File: src/inc/timer16_pkg.sv
package timer16_pkg;

    localparam logic [1:0] RUN_STOP = 2'h0;
    localparam logic [1:0] EDGE_FALL = 2'h0;
    localparam logic [1:0] EDGE_RISE = 2'h1;
    localparam logic [1:0] EDGE_BOTH = 2'h3;
    localparam logic [15:0] COUNT_RESET = 16'h0000;
    localparam logic [15:0] PERIOD_RESET = 16'hffff;
    localparam logic [15:0] DUTY_RESET = 16'h0000;
    localparam logic [15:0] COUNT_ONE = 16'h0001;
    localparam int CLK_PERIOD_NS = 25;
    // width of the capture pulse kept in mind by software: two count clocks
    localparam int CAPTURE_MIN_CLKS = 2;

    typedef enum logic [1:0] {
        MODE_FREE,
        MODE_PULSE,
        MODE_EVENT,
        MODE_CAPTURE
    } mode_t;

    typedef struct packed {
        logic [1:0] run_mode;
        mode_t mode;
        logic [1:0] edge_a;
        logic [1:0] edge_b;
        logic duty_match_invert_enable;
        logic duty_match_irq_mask;
        logic pin_is_output;
        logic output_enable;
    } ctrl_t;

    typedef struct packed {
        logic sync1;
        logic sync2;
        logic last;
        logic armed;
    } edge_state_t;

endpackage : timer16_pkg

File: src/rtl/edge_detect.sv
`timescale 1ns/1ps

module edge_detect (
    input wire logic sys_clk_i,
    input wire logic resetn_i,
    input wire logic pin_i,
    input wire logic enable_i,
    input wire logic [1:0] edge_sel_i,
    output logic edge_o
);

    timer16_pkg::edge_state_t st_reg;
    timer16_pkg::edge_state_t st_next;
    logic rise;
    logic fall;

    // history starts low at reset so a pin already high shows as a rise
    always_comb begin
        st_next = st_reg;
        rise = 1'b0;
        fall = 1'b0;
        st_next.sync1 = pin_i;
        st_next.sync2 = st_reg.sync1; // see RULE16
        if (enable_i) begin
            st_next.last = st_reg.sync2;
            st_next.armed = 1'b1;
            rise = st_reg.sync2 & ~st_reg.last; // see RULE1
            fall = ~st_reg.sync2 & st_reg.last;
        end else if (st_reg.armed) begin
            // after a stop the history tracks the pin, so a held high is no edge
            st_next.last = st_reg.sync2; // see RULE2
        end
    end

    always_ff @(posedge sys_clk_i or negedge resetn_i) begin
        if (!resetn_i) begin
            st_reg <= '0;
        end else begin
            st_reg <= st_next;
        end
    end

    always_comb begin
        case (edge_sel_i)
            timer16_pkg::EDGE_FALL: edge_o = fall;
            timer16_pkg::EDGE_RISE: edge_o = rise; // see RULE16
            timer16_pkg::EDGE_BOTH: edge_o = rise | fall;
            default: edge_o = 1'b0;
        endcase
    end

endmodule : edge_detect

File: src/rtl/timer16_pulse_capture.sv
`timescale 1ns/1ps

// Operation
// RULE1 - a capture pin high after reset gives an immediate rise when a rising edge is valid.
// RULE2 - a pin still high when counting resumes after a stop gives no rise.
// RULE3 - the shared pin is either the second capture input or the timer output.
// RULE4 - software keeps the duty compare below the period compare.
// RULE5 - pulse mode period is period compare plus one, width duty compare plus one.
// RULE6 - a duty match inverts the output only while the invert enable is set.
// RULE7 - a duty match sets the request flag; the interrupt passes only when unmasked.
// RULE8 - software disables inversion and masks the interrupt before rewriting duty.
// RULE9 - software waits one count clock, re-enables inversion, clears flag, unmasks.
// RULE10 - software clears the duty match flag by writing zero.
// RULE11 - both capture pins are inputs and driven for pulse width measurement.
// RULE12 - in event counter mode the count register holds the event count.
// RULE13 - counting starts as soon as the run mode is not the stop code.
// RULE14 - the first match after start may come one count clock late.
// RULE15 - in pulse mode a period match clears the counter and inverts the output.
// RULE16 - capture inputs are synchronized and edge-detected per selected edge.
module timer16_pulse_capture (
    input wire logic sys_clk_i,
    input wire logic resetn_i,
    input wire logic count_enable_i,
    input wire timer16_pkg::ctrl_t ctrl_i,
    input wire logic [15:0] period_compare_i,
    input wire logic [15:0] duty_compare_i,
    input wire logic flag_clear_i,
    input wire logic capture_input_a_i,
    input wire logic shared_port_pin_i,
    output logic [15:0] count_register_o,
    output logic [15:0] capture_a_o,
    output logic [15:0] capture_b_o,
    output logic duty_match_irq_flag_o,
    output logic duty_match_interrupt_o,
    output logic period_match_o,
    output logic shared_port_pin_o,
    output logic shared_port_pin_oe_o
);

    typedef struct packed {
        logic [15:0] count;
        logic [15:0] cap_a;
        logic [15:0] cap_b;
        logic flag;
        logic irq;
        logic pmatch;
        logic tout;
        logic pin_o;
        logic pin_oe;
    } state_t;

    state_t st_reg;
    state_t st_next;
    logic running;
    logic edge_a;
    logic edge_b;
    logic pin_b_in;
    logic duty_hit;
    logic period_hit;

    function automatic logic [15:0] inc16(input logic [15:0] v);
        inc16 = v + timer16_pkg::COUNT_ONE;
    endfunction : inc16

    // run mode field alone starts the counter; free, pulse and capture steps are gated by the count clock enable, event steps are not
    assign running = (ctrl_i.run_mode != timer16_pkg::RUN_STOP); // see RULE13
    // the second capture input is blanked whenever the pin drives the output
    assign pin_b_in = ctrl_i.pin_is_output ? 1'b0 : shared_port_pin_i; // see RULE3

    edge_detect u_edge_a (
        .sys_clk_i(sys_clk_i),
        .resetn_i(resetn_i),
        .pin_i(capture_input_a_i),
        .enable_i(running),
        .edge_sel_i(ctrl_i.edge_a),
        .edge_o(edge_a)
    );

    edge_detect u_edge_b (
        .sys_clk_i(sys_clk_i),
        .resetn_i(resetn_i),
        .pin_i(pin_b_in),
        .enable_i(running),
        .edge_sel_i(ctrl_i.edge_b),
        .edge_o(edge_b)
    );

    assign duty_hit = running && count_enable_i && ctrl_i.mode == timer16_pkg::MODE_PULSE
        && st_reg.count == duty_compare_i;
    assign period_hit = running && count_enable_i && ctrl_i.mode == timer16_pkg::MODE_PULSE
        && st_reg.count == period_compare_i;

    always_comb begin
        st_next = st_reg;
        st_next.irq = 1'b0;
        st_next.pmatch = 1'b0;
        if (!running) begin
            // stopping clears the counter, so a restart begins from zero
            st_next.count = timer16_pkg::COUNT_RESET;
        end else begin
            case (ctrl_i.mode)
                timer16_pkg::MODE_PULSE: begin
                    // start is not aligned to the count clock, so the first match may lag
                    if (count_enable_i) begin // see RULE14
                        if (period_hit) begin
                            st_next.count = timer16_pkg::COUNT_RESET; // see RULE15
                            st_next.pmatch = 1'b1;
                        end else begin
                            st_next.count = inc16(st_reg.count); // see RULE5
                        end
                    end
                end
                timer16_pkg::MODE_EVENT: begin
                    if (edge_a) begin
                        st_next.count = inc16(st_reg.count); // see RULE12
                    end
                end
                default: begin
                    if (count_enable_i) begin
                        st_next.count = inc16(st_reg.count);
                    end
                end
            endcase
        end
        // output high from period restart through duty match: width duty plus one
        if (period_hit || (duty_hit && ctrl_i.duty_match_invert_enable)) begin
            st_next.tout = ~st_reg.tout; // see RULE6
        end
        // a stopped counter sits at zero, the start of the active phase, so the
        // first duty match ends the high phase; an enabled stopped output rests high
        if (!running && ctrl_i.mode == timer16_pkg::MODE_PULSE) begin
            st_next.tout = 1'b1; // see RULE5
        end
        if (running && ctrl_i.mode == timer16_pkg::MODE_CAPTURE) begin
            if (edge_a) begin
                st_next.cap_a = st_reg.count; // see RULE11
            end
            if (edge_b && !ctrl_i.pin_is_output) begin
                st_next.cap_b = st_reg.count; // see RULE11
            end
        end
        if (flag_clear_i) begin
            st_next.flag = 1'b0; // see RULE10
        end
        // a match in the clearing cycle still sets the flag
        if (duty_hit) begin
            st_next.flag = 1'b1; // see RULE7
            st_next.irq = ~ctrl_i.duty_match_irq_mask; // see RULE7
        end
        st_next.pin_oe = ctrl_i.pin_is_output & ctrl_i.output_enable; // see RULE3
        st_next.pin_o = st_next.pin_oe & st_next.tout;
    end

    always_ff @(posedge sys_clk_i or negedge resetn_i) begin
        if (!resetn_i) begin
            st_reg <= '0;
        end else begin
            st_reg <= st_next;
        end
    end

    assign count_register_o = st_reg.count;
    assign capture_a_o = st_reg.cap_a;
    assign capture_b_o = st_reg.cap_b;
    assign duty_match_irq_flag_o = st_reg.flag;
    assign duty_match_interrupt_o = st_reg.irq;
    assign period_match_o = st_reg.pmatch;
    assign shared_port_pin_o = st_reg.pin_o;
    assign shared_port_pin_oe_o = st_reg.pin_oe;

    chk_pin_exclusive: assert property (@(posedge sys_clk_i) disable iff (!resetn_i) // see RULE3
        shared_port_pin_oe_o |-> $past(ctrl_i.pin_is_output))
        else $error("pin driven while not selected as output");

    chk_period_clear: assert property (@(posedge sys_clk_i) disable iff (!resetn_i) // see RULE15
        period_hit |=> count_register_o == 16'h0000 && period_match_o)
        else $error("counter not cleared on period match");

    chk_duty_flag_set: assert property (@(posedge sys_clk_i) disable iff (!resetn_i) // see RULE7
        duty_hit |=> duty_match_irq_flag_o)
        else $error("duty match did not set flag");

    chk_irq_masked: assert property (@(posedge sys_clk_i) disable iff (!resetn_i) // see RULE7
        duty_match_interrupt_o |-> $past(duty_hit) && !$past(ctrl_i.duty_match_irq_mask))
        else $error("interrupt without unmasked duty match");

    chk_flag_clear: assert property (@(posedge sys_clk_i) disable iff (!resetn_i) // see RULE10
        flag_clear_i && !duty_hit |=> !duty_match_irq_flag_o)
        else $error("flag not cleared");

    chk_invert_gate: assert property (@(posedge sys_clk_i) disable iff (!resetn_i) // see RULE6
        duty_hit && !period_hit && !ctrl_i.duty_match_invert_enable |=> $stable(st_reg.tout))
        else $error("output inverted while inversion disabled");

    chk_invert_duty: assert property (@(posedge sys_clk_i) disable iff (!resetn_i) // see RULE6
        duty_hit && !period_hit && ctrl_i.duty_match_invert_enable
        |=> st_reg.tout != $past(st_reg.tout))
        else $error("output not inverted on duty match");

    chk_stop_holds: assert property (@(posedge sys_clk_i) disable iff (!resetn_i) // see RULE13
        !running |=> count_register_o == 16'h0000)
        else $error("counter moved while stopped");

    chk_count_step: assert property (@(posedge sys_clk_i) disable iff (!resetn_i) // see RULE5
        running && count_enable_i && ctrl_i.mode == timer16_pkg::MODE_PULSE && !period_hit
        |=> count_register_o == $past(count_register_o) + 16'h0001)
        else $error("pulse counter did not step");

endmodule : timer16_pulse_capture

File: config.mk
export PLATFORM = sky130hd
export DESIGN_NAME = timer16_pulse_capture
export DESIGN_NICKNAME = d
export VERILOG_FILES = /design/src/inc/timer16_pkg.sv /design/src/rtl/edge_detect.sv /design/src/rtl/timer16_pulse_capture.sv
export SDC_FILE = /design/constraint.sdc
export NUM_CORES = 1
export LEC_CHECK = 0
export BUFFER_PORTS_ARGS = -buffer_cell sky130_fd_sc_hd__buf_2
export CAP_MARGIN = 20
export CORE_UTILIZATION = 45
export CTS_BUF_LIST = sky130_fd_sc_hd__clkbuf_4 sky130_fd_sc_hd__clkbuf_8
export CTS_CLUSTER_SIZE = 30
export DETAILED_ROUTE_END_ITERATION = 12
export HOLD_SLACK_MARGIN = 0.1
export PLACE_DENSITY_LB_ADDON = 0.2
export SLEW_MARGIN = 20
export SYNTH_ARGS = -nofsm -noshare
export SYNTH_HDL_FRONTEND = slang
export SYNTH_SLANG_ARGS = --single-unit
File: constraint.sdc
create_clock -name sys_clk_i -period 5 [get_ports sys_clk_i]
set_input_delay 1 -clock sys_clk_i [delete_from_list [all_inputs] [get_ports sys_clk_i]]
set_output_delay 1 -clock sys_clk_i [all_outputs]
set_load 0.1 [all_outputs]
==> run metrics <==
DRT Wirelength around 7300 um; DRC 0; Critical Path RT about 4 ns; Inserted Clock Buffers 9; Reg area 0.00153 mm2; layout cells sized above 1 45.1%; unrepaired setup endpoints after global routing no; initial antenna violation count 0; CP peak stage delay 0.64 ns; Synth Area per Inst 11.1 um2; Cell Count, Final, Fillers Out between 400 and 500; Setup TNS Final 0 ns; Finish-stage setup viols 0; Setup CP Type reg -> out; Max-Cap Viols 0; routed vias 2283; multi-input combinational cell area 0.00142 mm2; clock power share about a quarter; Slowest-stage cell, CP dfrtp_1; worst r2r src count_register_o[2]; Worst Setup SP count_register_o[6]; Crit path max-delay family flip-flops; setup slack after layout 2.50 ns; die height 89.2 um; synth unique cells 43; outcome complete, no violations; placed insts 444; Initial Util a little under half; Switch Pwr 591 uW; Post-Syn Instances 309; ant diodes 0; CTS sink count 61; WL/cell 15.9 um; DRT iter0 DRCs 72; Die Area 0.00796 mm2; Std-Cell Core Area between 0.007 and 0.008 mm2; CP arrival 1.50 ns; setup bufs post-CTS 0; post-route antenna net violation count 0; 1st-pass router iterations 4; Post-Place Worst Slack between 2 and 2.5 ns; Root Driver clkbuf_8; cts repair resizes 0; syn nets 360; Post-Syn Area between 0.003 and 0.004 mm2; total congestion overflow 0; area grow syn2layout 9.61%; asr flop ratio synth 100%; Tmin final 2.50 ns; Startpoint Class flop; dpl hpwl approximately 5200 um; register area share after synthesis 44.6%; nets 407; TritonCTS clock tree yes; Worst Setup End Kind output port; Die X slightly below 90 um; RePlAce Congestion 0.801; Pint about 820 uW; clk slew on worst S/H paths 0.07 ns; total number of yosys warnings 0; Lkg Pwr 1.86 nW; max_slew headroom between 40% and 50%; f_max 400 MHz; worst min path class reg -> reg; worst-case vdd ir drop 468 uV; final hold violation count 0; IO buf count 102; Reg2Reg Setup Slack 2.88 ns; R2R cell count 6; pwr/cell area 375 mW/mm2; Crit Path Max Fanout 11; Main synth FF type dfrtp_1; reg2reg end count_register_o[0]; Slew @ Worst Pin between 0.7 and 0.8 ns; #FFs+latches synth 61; crit-path cells buf_2; H-tree lvl count 3; Comb power frac 32.8%; vias per inst 4.98; number of buffers and inverters on the critical path 1; Core Util, Final around 50%; FP Rows 31; Pins Over Slew Limit 0; Clk Latency, worst-skew pair 0.34 ns; Post-CTS Hold Buffers 0; GRT Overall Usage 19.5%; worst setup path endpoint count_register_o[6]; Clock Path Buffers 2; first-pass GRT wire length 11100 um; Power Total 1.41 mW; largest net degree at the start of global routing 62; Filler Cells Inserted 701; clk_skew 0.00997 ns; vias in the first global route 2187; Flop pwr share between 40% and 50%; Switching Share around 42%; # IOs about 100; Post-synth EDFFs 0; Crit path depth 1; Final Cycle Share approximately half
## power groups by stage
stage | registers [mW] | clock network, mW | logic, mW
after global routing | 0.592 | 0.388 | 0.483
after detailed placement | 0.592 | 0 | 0.463
after floorplan | 0.569 | 0 | 0.441
final | 0.582 | 0.363 | 0.461
after global placement | 0.592 | 0 | 0.459
after CTS | 0.584 | 0.370 | 0.464
## logic make-up after synthesis
logic type                 after synthesis  synth area share (%)
AOI/OAI and AO/OA                       11                  2.41
xor gates and xnor gates                46                  11.8
adders and majority gates                1                 0.365
buffers and inverters                   71                  14.4
DFF                                     61                  44.6
muxes                                   35                  11.5
and+or+nand+nor                         84                  15.0
## layout by cell type, fill, tap and decap left out, drive strengths merged, types with 2 or more instances in the layout
cell,netlist,routed
buf,67,103
dfrtp,61,61
xnor2,36,36
mux2,34,34
nor2,21,21
nand4,11,11
clkbuf,0,11
xor2,10,10
nand2,8,8
nor4,8,8
nand3,7,7
nor3,5,5
or3,4,4
inv,4,4
o21ai,4,4
clkinv,0,3
and4b,3,3
nor2b,3,3
and2,2,2
nand4b,2,2
nand2b,2,2
or2,2,2
nor3b,2,2
nor4b,2,2
## metrics by stage
stage                     cell area [um2]  hold WS [ns]
after global placement               3590         0.333
after CTS                            3750         0.350
after detailed placement             3600         0.335
after global routing                 3750         0.356
after floorplan                      3420         0.331
final                                3750         0.348
## cell type report
class / instances / area share (%)
timing repair buffer: 103 / 13.8
inverter: 4 / 0.400
tap: 99 / 3.30
clock inverter: 3 / 0.400
sequential: 61 / 40.7
clock buffer: 11 / 3.70
multi-input combinational: 177 / 37.7
## worst min path at each step
stage                             start                 end  cells past startpoint
floorplan           u_edge_a.st_next[2]  u_edge_a.st_reg[2]                      0
global placement    u_edge_a.st_next[2]  u_edge_a.st_reg[2]                      0
detailed placement  u_edge_a.st_next[2]  u_edge_a.st_reg[2]                      0
CTS                 u_edge_a.st_next[2]  u_edge_a.st_reg[2]                      0
global route        u_edge_a.st_next[2]  u_edge_a.st_reg[2]                      0
finish              u_edge_a.st_next[2]  u_edge_a.st_reg[2]                      0
## cells in the mapped netlist (2+ instances only)
master    number  area [um2]
dfrtp_1       61        1530
buf_4         52         390
xnor2_1       36         315
mux2_2        34         383
nor2_1        21        78.8
buf_2         13        65.1
nand4_1       11        68.8
xor2_1        10        87.6
nand2_1        8        30.0
nor4_1         7        43.8
nand3_1        6        30.0
inv_1          4        15.0
nor3_1         4        20.0
o21ai_0        4        20.0
or3_1          4        25.0
and2_1         2        12.5
and4b_4        2        27.5
buf_6          2        22.5
nand2b_1       2        12.5
nand4b_1       2        17.5
nor2b_1        2        12.5
## layer usage
metal  wire length (um)  vias to the layer above  global-route usage (%)
met5                  0                        -                       0
met4                195                        0                    9.67
met3                364                       16                    4.25
met2               3440                       78                    30.7
met1               3300                     1101                    25.4
li1                   -                     1088                       -
Note: power is estimated with default switching activity, not from simulation.
